**src/hw/fuc_cfg.svh**
```systemverilog
// Constants of the flash update command frame checker
`ifndef FUC_CFG_SVH
`define FUC_CFG_SVH

// Frame markers
`define FUC_PREAMBLE 16'hA1EC
`define FUC_REVISION 8'h03

// Command codes
`define FUC_CMD_BOOT 8'h0B
`define FUC_CMD_APP 8'h0C
`define FUC_CMD_LENS 8'h15
`define FUC_CMD_TOF 8'h29
`define FUC_CMD_COLOR 8'h2A
`define FUC_CMD_EXTR 8'h2B

// Header byte offsets
`define FUC_OFS_PRE_HI 6'h00
`define FUC_OFS_PRE_LO 6'h01
`define FUC_OFS_REV 6'h02
`define FUC_OFS_CMD 6'h03
`define FUC_OFS_SUB 6'h04
`define FUC_OFS_STS 6'h05
`define FUC_OFS_LEN_FIRST 6'h08
`define FUC_OFS_LEN_LAST 6'h0B
`define FUC_OFS_DCRC_FIRST 6'h3A
`define FUC_OFS_DCRC_LAST 6'h3D
`define FUC_OFS_HCRC_HI 6'h3E
`define FUC_OFS_HCRC_LO 6'h3F
`define FUC_OFS_PAYLOAD 7'h40

// Checksums
`define FUC_CRC16_POLY 16'h1021
`define FUC_CRC16_INIT 16'h0000
`define FUC_CRC32_POLY 32'h04C11DB7
`define FUC_CRC32_INIT 32'h0FFFFFFF

// Result codes
`define FUC_RES_OK 8'h00
`define FUC_RES_BAD_HDR 8'h01
`define FUC_RES_BAD_HCRC 8'h02
`define FUC_RES_BAD_CMD 8'h03
`define FUC_RES_BAD_DCRC 8'h04

// Register offsets and reset values
`define FUC_REG_CTRL 8'h00
`define FUC_REG_STAT 8'h04
`define FUC_REG_MASK 8'h08
`define FUC_REG_RES 8'h0C
`define FUC_REG_LEN 8'h10
`define FUC_CTRL_RST 1'b1
`define FUC_MASK_RST 3'h0

// Event bit positions
`define FUC_EV_OK 0
`define FUC_EV_ERR 1
`define FUC_EV_RSP 2

`endif

```
**src/hw/fuc_pkg.sv**
```systemverilog
// Types of the flash update command frame checker
package fuc_pkg;

    typedef enum logic [2:0] {
        FUC_S_HDR = 3'b000,
        FUC_S_EVAL = 3'b001,
        FUC_S_PAY = 3'b010,
        FUC_S_DONE = 3'b011,
        FUC_S_RSP = 3'b100
    } fuc_state_t;

    typedef struct packed {
        fuc_state_t st;
        logic [5:0] idx;
        logic [31:0] cnt;
        logic [15:0] pre;
        logic [7:0] rev;
        logic [7:0] cmd;
        logic [7:0] sub;
        logic [31:0] len;
        logic [31:0] dcrc;
        logic [15:0] hcrc;
        logic [15:0] crc16;
        logic [31:0] crc32;
        logic [7:0] res;
        logic ctrl_en;
        logic [2:0] status;
        logic [2:0] mask;
        logic [31:0] rdata;
        logic irq;
        logic rx_ready;
        logic tx_valid;
        logic [7:0] tx_data;
        logic tx_last;
        logic prog_start;
        logic [7:0] prog_cmd;
        logic [7:0] prog_sub;
        logic prog_valid;
        logic [7:0] prog_data;
        logic prog_commit;
        logic prog_abort;
    } fuc_regs_t;

endpackage : fuc_pkg

```
**src/hw/fuc_top.sv**
```systemverilog
// Flash update command frame checker and responder
`timescale 1ns/1ps
`include "fuc_cfg.svh"
module fuc_top
    import fuc_pkg::*;
(
    // Clock and reset
    input wire logic mclk,
    input wire logic arst_n,
    // Command byte stream in
    input wire logic rx_valid,
    input wire logic [7:0] rx_data,
    output logic rx_ready,
    // Response byte stream out
    output logic tx_valid,
    output logic [7:0] tx_data,
    output logic tx_last,
    input wire logic tx_ready,
    // Flash programming side
    output logic prog_start,
    output logic [7:0] prog_cmd,
    output logic [7:0] prog_sub,
    output logic prog_valid,
    output logic [7:0] prog_data,
    output logic prog_commit,
    output logic prog_abort,
    // Register port
    input wire logic [7:0] reg_addr,
    input wire logic [31:0] reg_wdata,
    input wire logic reg_wr,
    input wire logic reg_rd,
    output logic [31:0] reg_rdata,
    // Interrupt
    output logic irq
);
    fuc_regs_t q;
    fuc_regs_t n;
    logic rst_n;
    logic acc;
    logic [7:0] c16_data;
    logic [15:0] c16_out;
    logic [31:0] c32_out;
    logic [2:0] ev;
    logic [5:0] nidx;

    fuc_rst_sync u_rst (
        .mclk(mclk),
        .arst_n(arst_n),
        .rst_n(rst_n)
    );

    fuc_crc #(.W(16), .POLY(`FUC_CRC16_POLY)) u_crc16 (
        .crc_in(q.crc16),
        .data(c16_data),
        .crc_out(c16_out)
    );

    fuc_crc #(.W(32), .POLY(`FUC_CRC32_POLY)) u_crc32 (
        .crc_in(q.crc32),
        .data(rx_data),
        .crc_out(c32_out)
    );

    // Header bytes of the response, checksum bytes excepted
    function automatic logic [7:0] resp_byte(
        input logic [5:0] i,
        input logic [7:0] cmd,
        input logic [7:0] sub,
        input logic [7:0] res
    );
        case (i)
            `FUC_OFS_PRE_HI: resp_byte = 8'(`FUC_PREAMBLE >> 8);
            `FUC_OFS_PRE_LO: resp_byte = 8'(`FUC_PREAMBLE);
            `FUC_OFS_REV: resp_byte = `FUC_REVISION;
            `FUC_OFS_CMD: resp_byte = cmd;
            `FUC_OFS_SUB: resp_byte = sub;
            `FUC_OFS_STS: resp_byte = res;
            // Flags, length, data checksum and the rest stay zero
            default: resp_byte = 8'h00;
        endcase
    endfunction : resp_byte

    function automatic logic cmd_known(input logic [7:0] c);
        case (c)
            `FUC_CMD_BOOT, `FUC_CMD_APP, `FUC_CMD_LENS: cmd_known = 1'b1;
            `FUC_CMD_TOF, `FUC_CMD_COLOR, `FUC_CMD_EXTR: cmd_known = 1'b1;
            default: cmd_known = 1'b0;
        endcase
    endfunction : cmd_known

    assign acc = rx_valid && q.rx_ready;
    assign c16_data = (q.st == FUC_S_RSP) ? q.tx_data : rx_data;

    always_comb
    begin
        n = q;
        ev = 3'h0;
        nidx = q.idx + 6'h01;
        n.prog_start = 1'b0;
        n.prog_valid = 1'b0;
        n.prog_commit = 1'b0;
        n.prog_abort = 1'b0;

        case (q.st)
            FUC_S_HDR:
            begin
                if (acc)
                begin
                    n.idx = nidx;
                    // Checksum runs over bytes 02 to 3D only
                    if (q.idx >= `FUC_OFS_REV && q.idx <= `FUC_OFS_DCRC_LAST)
                    begin
                        n.crc16 = c16_out;
                    end
                    case (q.idx)
                        `FUC_OFS_PRE_HI, `FUC_OFS_PRE_LO:
                            n.pre = {q.pre[7:0], rx_data};
                        `FUC_OFS_REV: n.rev = rx_data;
                        `FUC_OFS_CMD: n.cmd = rx_data;
                        `FUC_OFS_SUB: n.sub = rx_data;
                        `FUC_OFS_HCRC_HI, `FUC_OFS_HCRC_LO:
                            n.hcrc = {q.hcrc[7:0], rx_data};
                        default:
                        begin
                            if (q.idx >= `FUC_OFS_LEN_FIRST
                                && q.idx <= `FUC_OFS_LEN_LAST)
                            begin
                                n.len = {q.len[23:0], rx_data};
                            end
                            if (q.idx >= `FUC_OFS_DCRC_FIRST
                                && q.idx <= `FUC_OFS_DCRC_LAST)
                            begin
                                n.dcrc = {q.dcrc[23:0], rx_data};
                            end
                        end
                    endcase
                    if (q.idx == `FUC_OFS_HCRC_LO)
                    begin
                        n.st = FUC_S_EVAL;
                    end
                end
            end
            FUC_S_EVAL:
            begin
                if (q.pre != `FUC_PREAMBLE || q.rev != `FUC_REVISION)
                begin
                    n.res = `FUC_RES_BAD_HDR;
                end
                else if (q.hcrc != q.crc16)
                begin
                    n.res = `FUC_RES_BAD_HCRC;
                end
                else if (!cmd_known(q.cmd))
                begin
                    n.res = `FUC_RES_BAD_CMD;
                end
                else
                begin
                    n.res = `FUC_RES_OK;
                end
                if (n.res != `FUC_RES_OK)
                begin
                    // Header rejected: nothing is programmed
                    ev[`FUC_EV_ERR] = 1'b1;
                    n.st = FUC_S_RSP;
                    n.idx = 6'h00;
                    n.crc16 = `FUC_CRC16_INIT;
                    n.tx_valid = 1'b1;
                    n.tx_data = resp_byte(6'h00, q.cmd, q.sub, n.res);
                    n.tx_last = 1'b0;
                end
                else
                begin
                    n.prog_start = 1'b1;
                    n.prog_cmd = q.cmd;
                    if (q.cmd == `FUC_CMD_BOOT || q.cmd == `FUC_CMD_APP)
                    begin
                        n.prog_sub = 8'h00;
                    end
                    else
                    begin
                        n.prog_sub = q.sub;
                    end
                    n.cnt = q.len;
                    n.crc32 = `FUC_CRC32_INIT;
                    // Payload starts right after the 64-byte header
                    n.st = (q.len == 32'h0) ? FUC_S_DONE : FUC_S_PAY;
                end
            end
            FUC_S_PAY:
            begin
                if (acc)
                begin
                    n.prog_valid = 1'b1;
                    n.prog_data = rx_data;
                    n.crc32 = c32_out;
                    n.cnt = q.cnt - 32'h1;
                    if (q.cnt == 32'h1)
                    begin
                        n.st = FUC_S_DONE;
                    end
                end
            end
            FUC_S_DONE:
            begin
                // Checksum is always checked whatever flag bit 0 says
                if (q.crc32 == q.dcrc)
                begin
                    n.res = `FUC_RES_OK;
                    n.prog_commit = 1'b1;
                    ev[`FUC_EV_OK] = 1'b1;
                end
                else
                begin
                    n.res = `FUC_RES_BAD_DCRC;
                    n.prog_abort = 1'b1;
                    ev[`FUC_EV_ERR] = 1'b1;
                end
                n.st = FUC_S_RSP;
                n.idx = 6'h00;
                n.crc16 = `FUC_CRC16_INIT;
                n.tx_valid = 1'b1;
                n.tx_data = resp_byte(6'h00, q.cmd, q.sub, n.res);
                n.tx_last = 1'b0;
            end
            FUC_S_RSP:
            begin
                if (q.tx_valid && tx_ready)
                begin
                    if (q.tx_last)
                    begin
                        n.tx_valid = 1'b0;
                        n.tx_last = 1'b0;
                        n.st = FUC_S_HDR;
                        n.idx = 6'h00;
                        n.crc16 = `FUC_CRC16_INIT;
                        ev[`FUC_EV_RSP] = 1'b1;
                    end
                    else
                    begin
                        n.idx = nidx;
                        if (q.idx >= `FUC_OFS_REV
                            && q.idx <= `FUC_OFS_DCRC_LAST)
                        begin
                            n.crc16 = c16_out;
                        end
                        if (nidx == `FUC_OFS_HCRC_HI)
                        begin
                            n.tx_data = c16_out[15:8];
                        end
                        else if (nidx == `FUC_OFS_HCRC_LO)
                        begin
                            n.tx_data = q.crc16[7:0];
                        end
                        else
                        begin
                            n.tx_data = resp_byte(nidx, q.cmd, q.sub, q.res);
                        end
                        n.tx_last = (nidx == `FUC_OFS_HCRC_LO);
                    end
                end
            end
            default:
            begin
                n.st = FUC_S_HDR;
                n.idx = 6'h00;
            end
        endcase

        // Register writes
        if (reg_wr && reg_addr == `FUC_REG_CTRL)
        begin
            n.ctrl_en = reg_wdata[0];
        end
        if (reg_wr && reg_addr == `FUC_REG_MASK)
        begin
            n.mask = reg_wdata[2:0];
        end

        // Register reads, data valid in the following cycle
        n.rdata = 32'h0;
        if (reg_rd)
        begin
            case (reg_addr)
                `FUC_REG_CTRL: n.rdata = {31'h0, q.ctrl_en};
                `FUC_REG_STAT: n.rdata = {29'h0, q.status};
                `FUC_REG_MASK: n.rdata = {29'h0, q.mask};
                `FUC_REG_RES: n.rdata = {8'h0, q.cmd, q.sub, q.res};
                `FUC_REG_LEN: n.rdata = q.len;
                default: n.rdata = 32'h0;
            endcase
        end

        // Sticky events: a new event wins over the read clear
        if (reg_rd && reg_addr == `FUC_REG_STAT)
        begin
            n.status = ev;
        end
        else
        begin
            n.status = q.status | ev;
        end
        n.irq = |(n.status & n.mask);

        n.rx_ready = n.ctrl_en && (n.st == FUC_S_HDR || n.st == FUC_S_PAY);
    end

    always_ff @(posedge mclk or negedge rst_n)
    begin
        if (!rst_n)
        begin
            q <= '0;
            q.st <= FUC_S_HDR;
            q.crc16 <= `FUC_CRC16_INIT;
            q.crc32 <= `FUC_CRC32_INIT;
            q.ctrl_en <= `FUC_CTRL_RST;
            q.mask <= `FUC_MASK_RST;
        end
        else
        begin
            q <= n;
        end
    end

    assign rx_ready = q.rx_ready;
    assign tx_valid = q.tx_valid;
    assign tx_data = q.tx_data;
    assign tx_last = q.tx_last;
    assign prog_start = q.prog_start;
    assign prog_cmd = q.prog_cmd;
    assign prog_sub = q.prog_sub;
    assign prog_valid = q.prog_valid;
    assign prog_data = q.prog_data;
    assign prog_commit = q.prog_commit;
    assign prog_abort = q.prog_abort;
    assign reg_rdata = q.rdata;
    assign irq = q.irq;
endmodule : fuc_top

```
**src/hw/fuc_crc.sv**
```systemverilog
// One byte step of an MSB-first CRC with a chosen polynomial
`timescale 1ns/1ps
module fuc_crc #(
    parameter int W = 16,
    parameter logic [W-1:0] POLY = '0
) (
    // Checksum in and out
    input wire logic [W-1:0] crc_in,
    input wire logic [7:0] data,
    output logic [W-1:0] crc_out
);
    logic [W-1:0] c;
    logic fb;

    always_comb
    begin
        c = crc_in;
        fb = 1'b0;
        for (int i = 7; i >= 0; i--)
        begin
            fb = c[W-1] ^ data[i];
            c = {c[W-2:0], 1'b0} ^ (fb ? POLY : '0);
        end
        crc_out = c;
    end
endmodule : fuc_crc

```
**src/hw/fuc_rst_sync.sv**
```systemverilog
// Reset release synchroniser
`timescale 1ns/1ps
module fuc_rst_sync (
    // Clock and raw reset
    input wire logic mclk,
    input wire logic arst_n,
    // Released reset
    output logic rst_n
);
    logic meta_r;
    logic sync_r;

    always_ff @(posedge mclk or negedge arst_n)
    begin
        if (!arst_n)
        begin
            meta_r <= 1'b0;
            sync_r <= 1'b0;
        end
        else
        begin
            meta_r <= 1'b1;
            sync_r <= meta_r;
        end
    end

    assign rst_n = sync_r;
endmodule : fuc_rst_sync

```
**config.mk**
```make
export PLATFORM = sky130hd
export DESIGN_NAME = fuc_top
export DESIGN_NICKNAME = d
export VERILOG_FILES = /design/src/hw/fuc_pkg.sv /design/src/hw/fuc_top.sv /design/src/hw/fuc_crc.sv /design/src/hw/fuc_rst_sync.sv
export VERILOG_INCLUDE_DIRS = /design/src /design/src/hw
export SDC_FILE = /design/constraint.sdc
export NUM_CORES = 1
export LEC_CHECK = 0
export BUFFER_PORTS_ARGS = -buffer_cell sky130_fd_sc_hd__buf_4
export CAP_MARGIN = 0
export CORE_MARGIN = 8
export CORE_UTILIZATION = 50
export DETAILED_ROUTE_END_ITERATION = 8
export PLACE_DENSITY = 0.78
export SLEW_MARGIN = 20
export SYNTH_ARGS = -nofsm -noshare
export SYNTH_HDL_FRONTEND = slang
export SYNTH_SLANG_ARGS = --single-unit
export TNS_END_PERCENT = 100
```
**constraint.sdc**
```tcl
create_clock -name mclk -period 8.6 [get_ports mclk]
set_input_delay 0 -clock mclk [delete_from_list [all_inputs] [get_ports mclk]]
set_output_delay 0 -clock mclk [all_outputs]
set_load 0.005 [all_outputs]
```
==> flow_summary.ini <==
[routing]
first_pass_iters = 5
wl_per_cell_um = 21.3
ant_nets = 0
vias = 11076
drcViolationCount = 0
drt_wl_total_mm = 39.0
via_per_inst = 6.05
drt_iter0_markers = 1306

[cts]
htree_num_levels = 1
clock-sinks = 293
path_clk_slew_ns = 0.06
cts-root-buf = clkbuf_16
clockBufferDepth = 3
cts_made_buffers = 31
tritoncts = built
clk_latency_ns = 0.56

[synth]
async_flop_share = 1.00
synth_edf_count = 0
syn-cell-area_um2 = 15100
ys.flop_type = dfrtp_1
yosysWarnings = 0
yosysSeqAreaShare = 0.489
ys_ff_latch = 293
syn_nets = 1452
ys_types = 90
syn_inst = 1391
synth_area_leaders = dfrtp_1, mux2_2, xnor2_1
synth_top_area_share = 0.439
avgSynthCellArea_um2 = 10.8
yosys.area.top_type = dfrtp_1

[pwr]
power.density_nw_per_um2 = 234
p_leak_nw = 7.67
power_mw = 3.95
vdd.ir_drop.worst_v = 0.000160

[timing]
slew_violations = 0
relSlewSlack = 0.284
fin_crit_sh = 0.360
setup_viol = 0
fin_crit_ns = 3.09
final-hold-violation-count = 0
rsz0062_at_grt = no
setup-tns-final_ns = 0
fin_skew_ns = 0.0154
max_freq_mhz = 323
worstMarginPinSlew_ns = 1.07

[die]
rows = 63
start_util = 0.508
die_width_um = 190
core-area_um2 = 29600
die_area_um2 = 35900
die_h_um = 190
io-pin-count = 126

[cells_and_area]
n_fill_cell = 2444
area_growth_pct = 12.2
drive_gt1_frac = 0.244
multi_input_area_um2 = 6810
seq_area_um2 = 7370
num-nets-final = 1478
n_antenna_cell = 0

[global_route]
grt_pass1_wl_mm = 61.9
antenna_found_initial = 2
grt-ovfl-total = 0
grt_pass1_vias = 10760
grt_use_total = 0.214
grt_max_degree = 171

[setup_path]
arrival_ns = 3.54
cp-start-kind = flip-flop
endpoint_kind = flip-flop
critPathRequiredTime_ns = 9.04
worstPathMaxFanout = 16
crit_type = flip-flop to flip-flop

[status]
outcome = complete, no violations

[worst_hold_path]
min_path_type = primary input to flip-flop

[place]
place_congestion = 0.903
hpwl_mm = 26.4
io_buffer_count = 96

[flow_run]
drv_cap = 0
-- synthesized netlist by cell type, drive strengths merged, types with 5 or more instances --
library cell / count
clkbuf: 37
buf: 104
a211oi: 6
nor2: 90
xor2: 33
mux2i: 12
o22ai: 10
a31oi: 20
o21a: 6
dfstp: 29
o21ai: 46
nand4: 23
mux2: 125
a21oi: 52
xnor2: 108
nor4b: 6
inv: 19
a21o: 6
dfrtp: 264
a22oi: 23
nor3: 29
a221o: 7
a211o: 6
a22o: 16
o32ai: 9
and2: 7
and3: 21
nand3: 32
or3: 7
nor3b: 7
ha: 7
nor4: 23
nand2: 128
o2bb2ai: 5
-- critical path, stage by stage, from the launching register on --
cell	delay [ns]
dfrtp_1	0.39
nor4bb_1	0.33
nand4_1	0.37
a211oi_4	0.51
nand3_1	0.69
buf_4	0.49
and2_1	0.18
-- registers in the layout, indices dropped and copies added (netlist names) --
| name | cells |
|---|---|
| q | 219 |
| reg_rdata | 32 |
| prog_cmd | 8 |
| prog_data | 8 |
| prog_sub | 8 |
| tx_data | 8 |
| irq | 1 |
| prog_abort | 1 |
| prog_commit | 1 |
| prog_start | 1 |
| prog_valid | 1 |
| rx_ready | 1 |
| tx_last | 1 |
| tx_valid | 1 |
| u_rst.meta_r | 1 |
| u_rst.rst_n | 1 |
-- metrics by stage --
step           setup WS [ns]  area (µm²)  hold slack, ns  instances   util
3_3_place_gp            5.65       15600          -0.216       1750  0.526
6_report                5.51       16900          0.0521       1831  0.570
3_5_place_dp            5.61       15600          -0.215       1750  0.526
2_1_floorplan           3.83       15100          -0.296       1391      -
5_1_grt                 5.29       16900          0.0617       1831  0.570
4_1_cts                 5.57       16900          0.0255       1831  0.570
-- area by class of cell --
class	count	share of cell area
Tap cell	390	0.0289
Clock buffer	42	0.0501
Sequential cell	293	0.436
Inverter	20	0.00444
Clock inverter	15	0.0132
Timing Repair Buffer	134	0.0638
Multi-Input combinational cell	937	0.403
-- cell families (layout without fill, tap and decap cells) --
kind of cell | Yosys count | in the layout | share of synthesized area
and+or+nand+nor | 399 | 399 | 0.135
DFF | 293 | 293 | 0.489
AOI/OAI and AO/OA | 250 | 250 | 0.116
buffers and inverters | 161 | 211 | 0.0610
xor gates and xnor gates | 142 | 142 | 0.0910
muxes | 137 | 137 | 0.101
adders and majority gates | 8 | 8 | 0.00648
other | 1 | 1 | 0.000249
-- path summary, 6_finish.rpt --
| kind | startpoint | to | slack, ns | cells after the start |
|---|---|---|---|---|
| min in group asynchronous | arst_n | u_rst.rst_n$_DFF_PN0_ | 0.30 | 3 |
| max reg2reg | q[248]$_DFFE_PN0P_ | prog_cmd[7]$_DFFE_PN0P_ | 5.51 | 6 |
| max in group asynchronous | u_rst.rst_n$_DFF_PN0_ | prog_sub[1]$_DFFE_PN0P_ | 6.11 | 2 |
| min reg2reg | u_rst.meta_r$_DFF_PN0_ | u_rst.rst_n$_DFF_PN0_ | 0.34 | 0 |
| min | rx_valid | q[109]$_DFFE_PN1P_ | 0.05 | 5 |
| max | q[248]$_DFFE_PN0P_ | prog_cmd[7]$_DFFE_PN0P_ | 5.51 | 6 |
-- power by group --
group          switching [mW]  total [mW]  internal [mW]
Sequential              0.141        1.60           1.46
Clock                   0.564        1.41          0.843
Combinational           0.512       0.939          0.427
-- routing by layer --
layer  up-vias  GRT usage  share of wire
li1       4949          -              -
met1      5527      0.303           0.43
met2       502      0.329           0.45
met3        96     0.0406          0.081
met4         2     0.0722          0.033
met5         -          0        0.00031
-- cell usage in the layout, fill, tap and decap left out, drive strengths merged, types with 5 or more instances in the layout --
master and n:
dfstp 29, o2bb2ai 5, inv 22, nor3 29
xor2 33, nor3b 7, clkinv 5, a22oi 23
buf 110, or3 7, a211oi 6, and2 7
a211o 6, a21oi 52, mux2 125, a21o 6
nor4 23, a31oi 20, nand3 32, nor4b 6
mux2i 12, o22ai 10, o21ai 46, and3 21
nand2 128, clkbuf 42, ha 7, xnor2 108
nor2 90, dfrtp 264, a221o 7, o21a 6
dlygate4sd3 24, nand4 23, a22o 16, bufinv 5
o32ai 9
-- repair_timing --
item,in CTS,in global routing
endpoints found under the hold margin,90,0
resized for setup,0,0
hold buffers,24,0
buffers inserted,0,0
No activity file was read; power rests on OpenSTA's default activity.
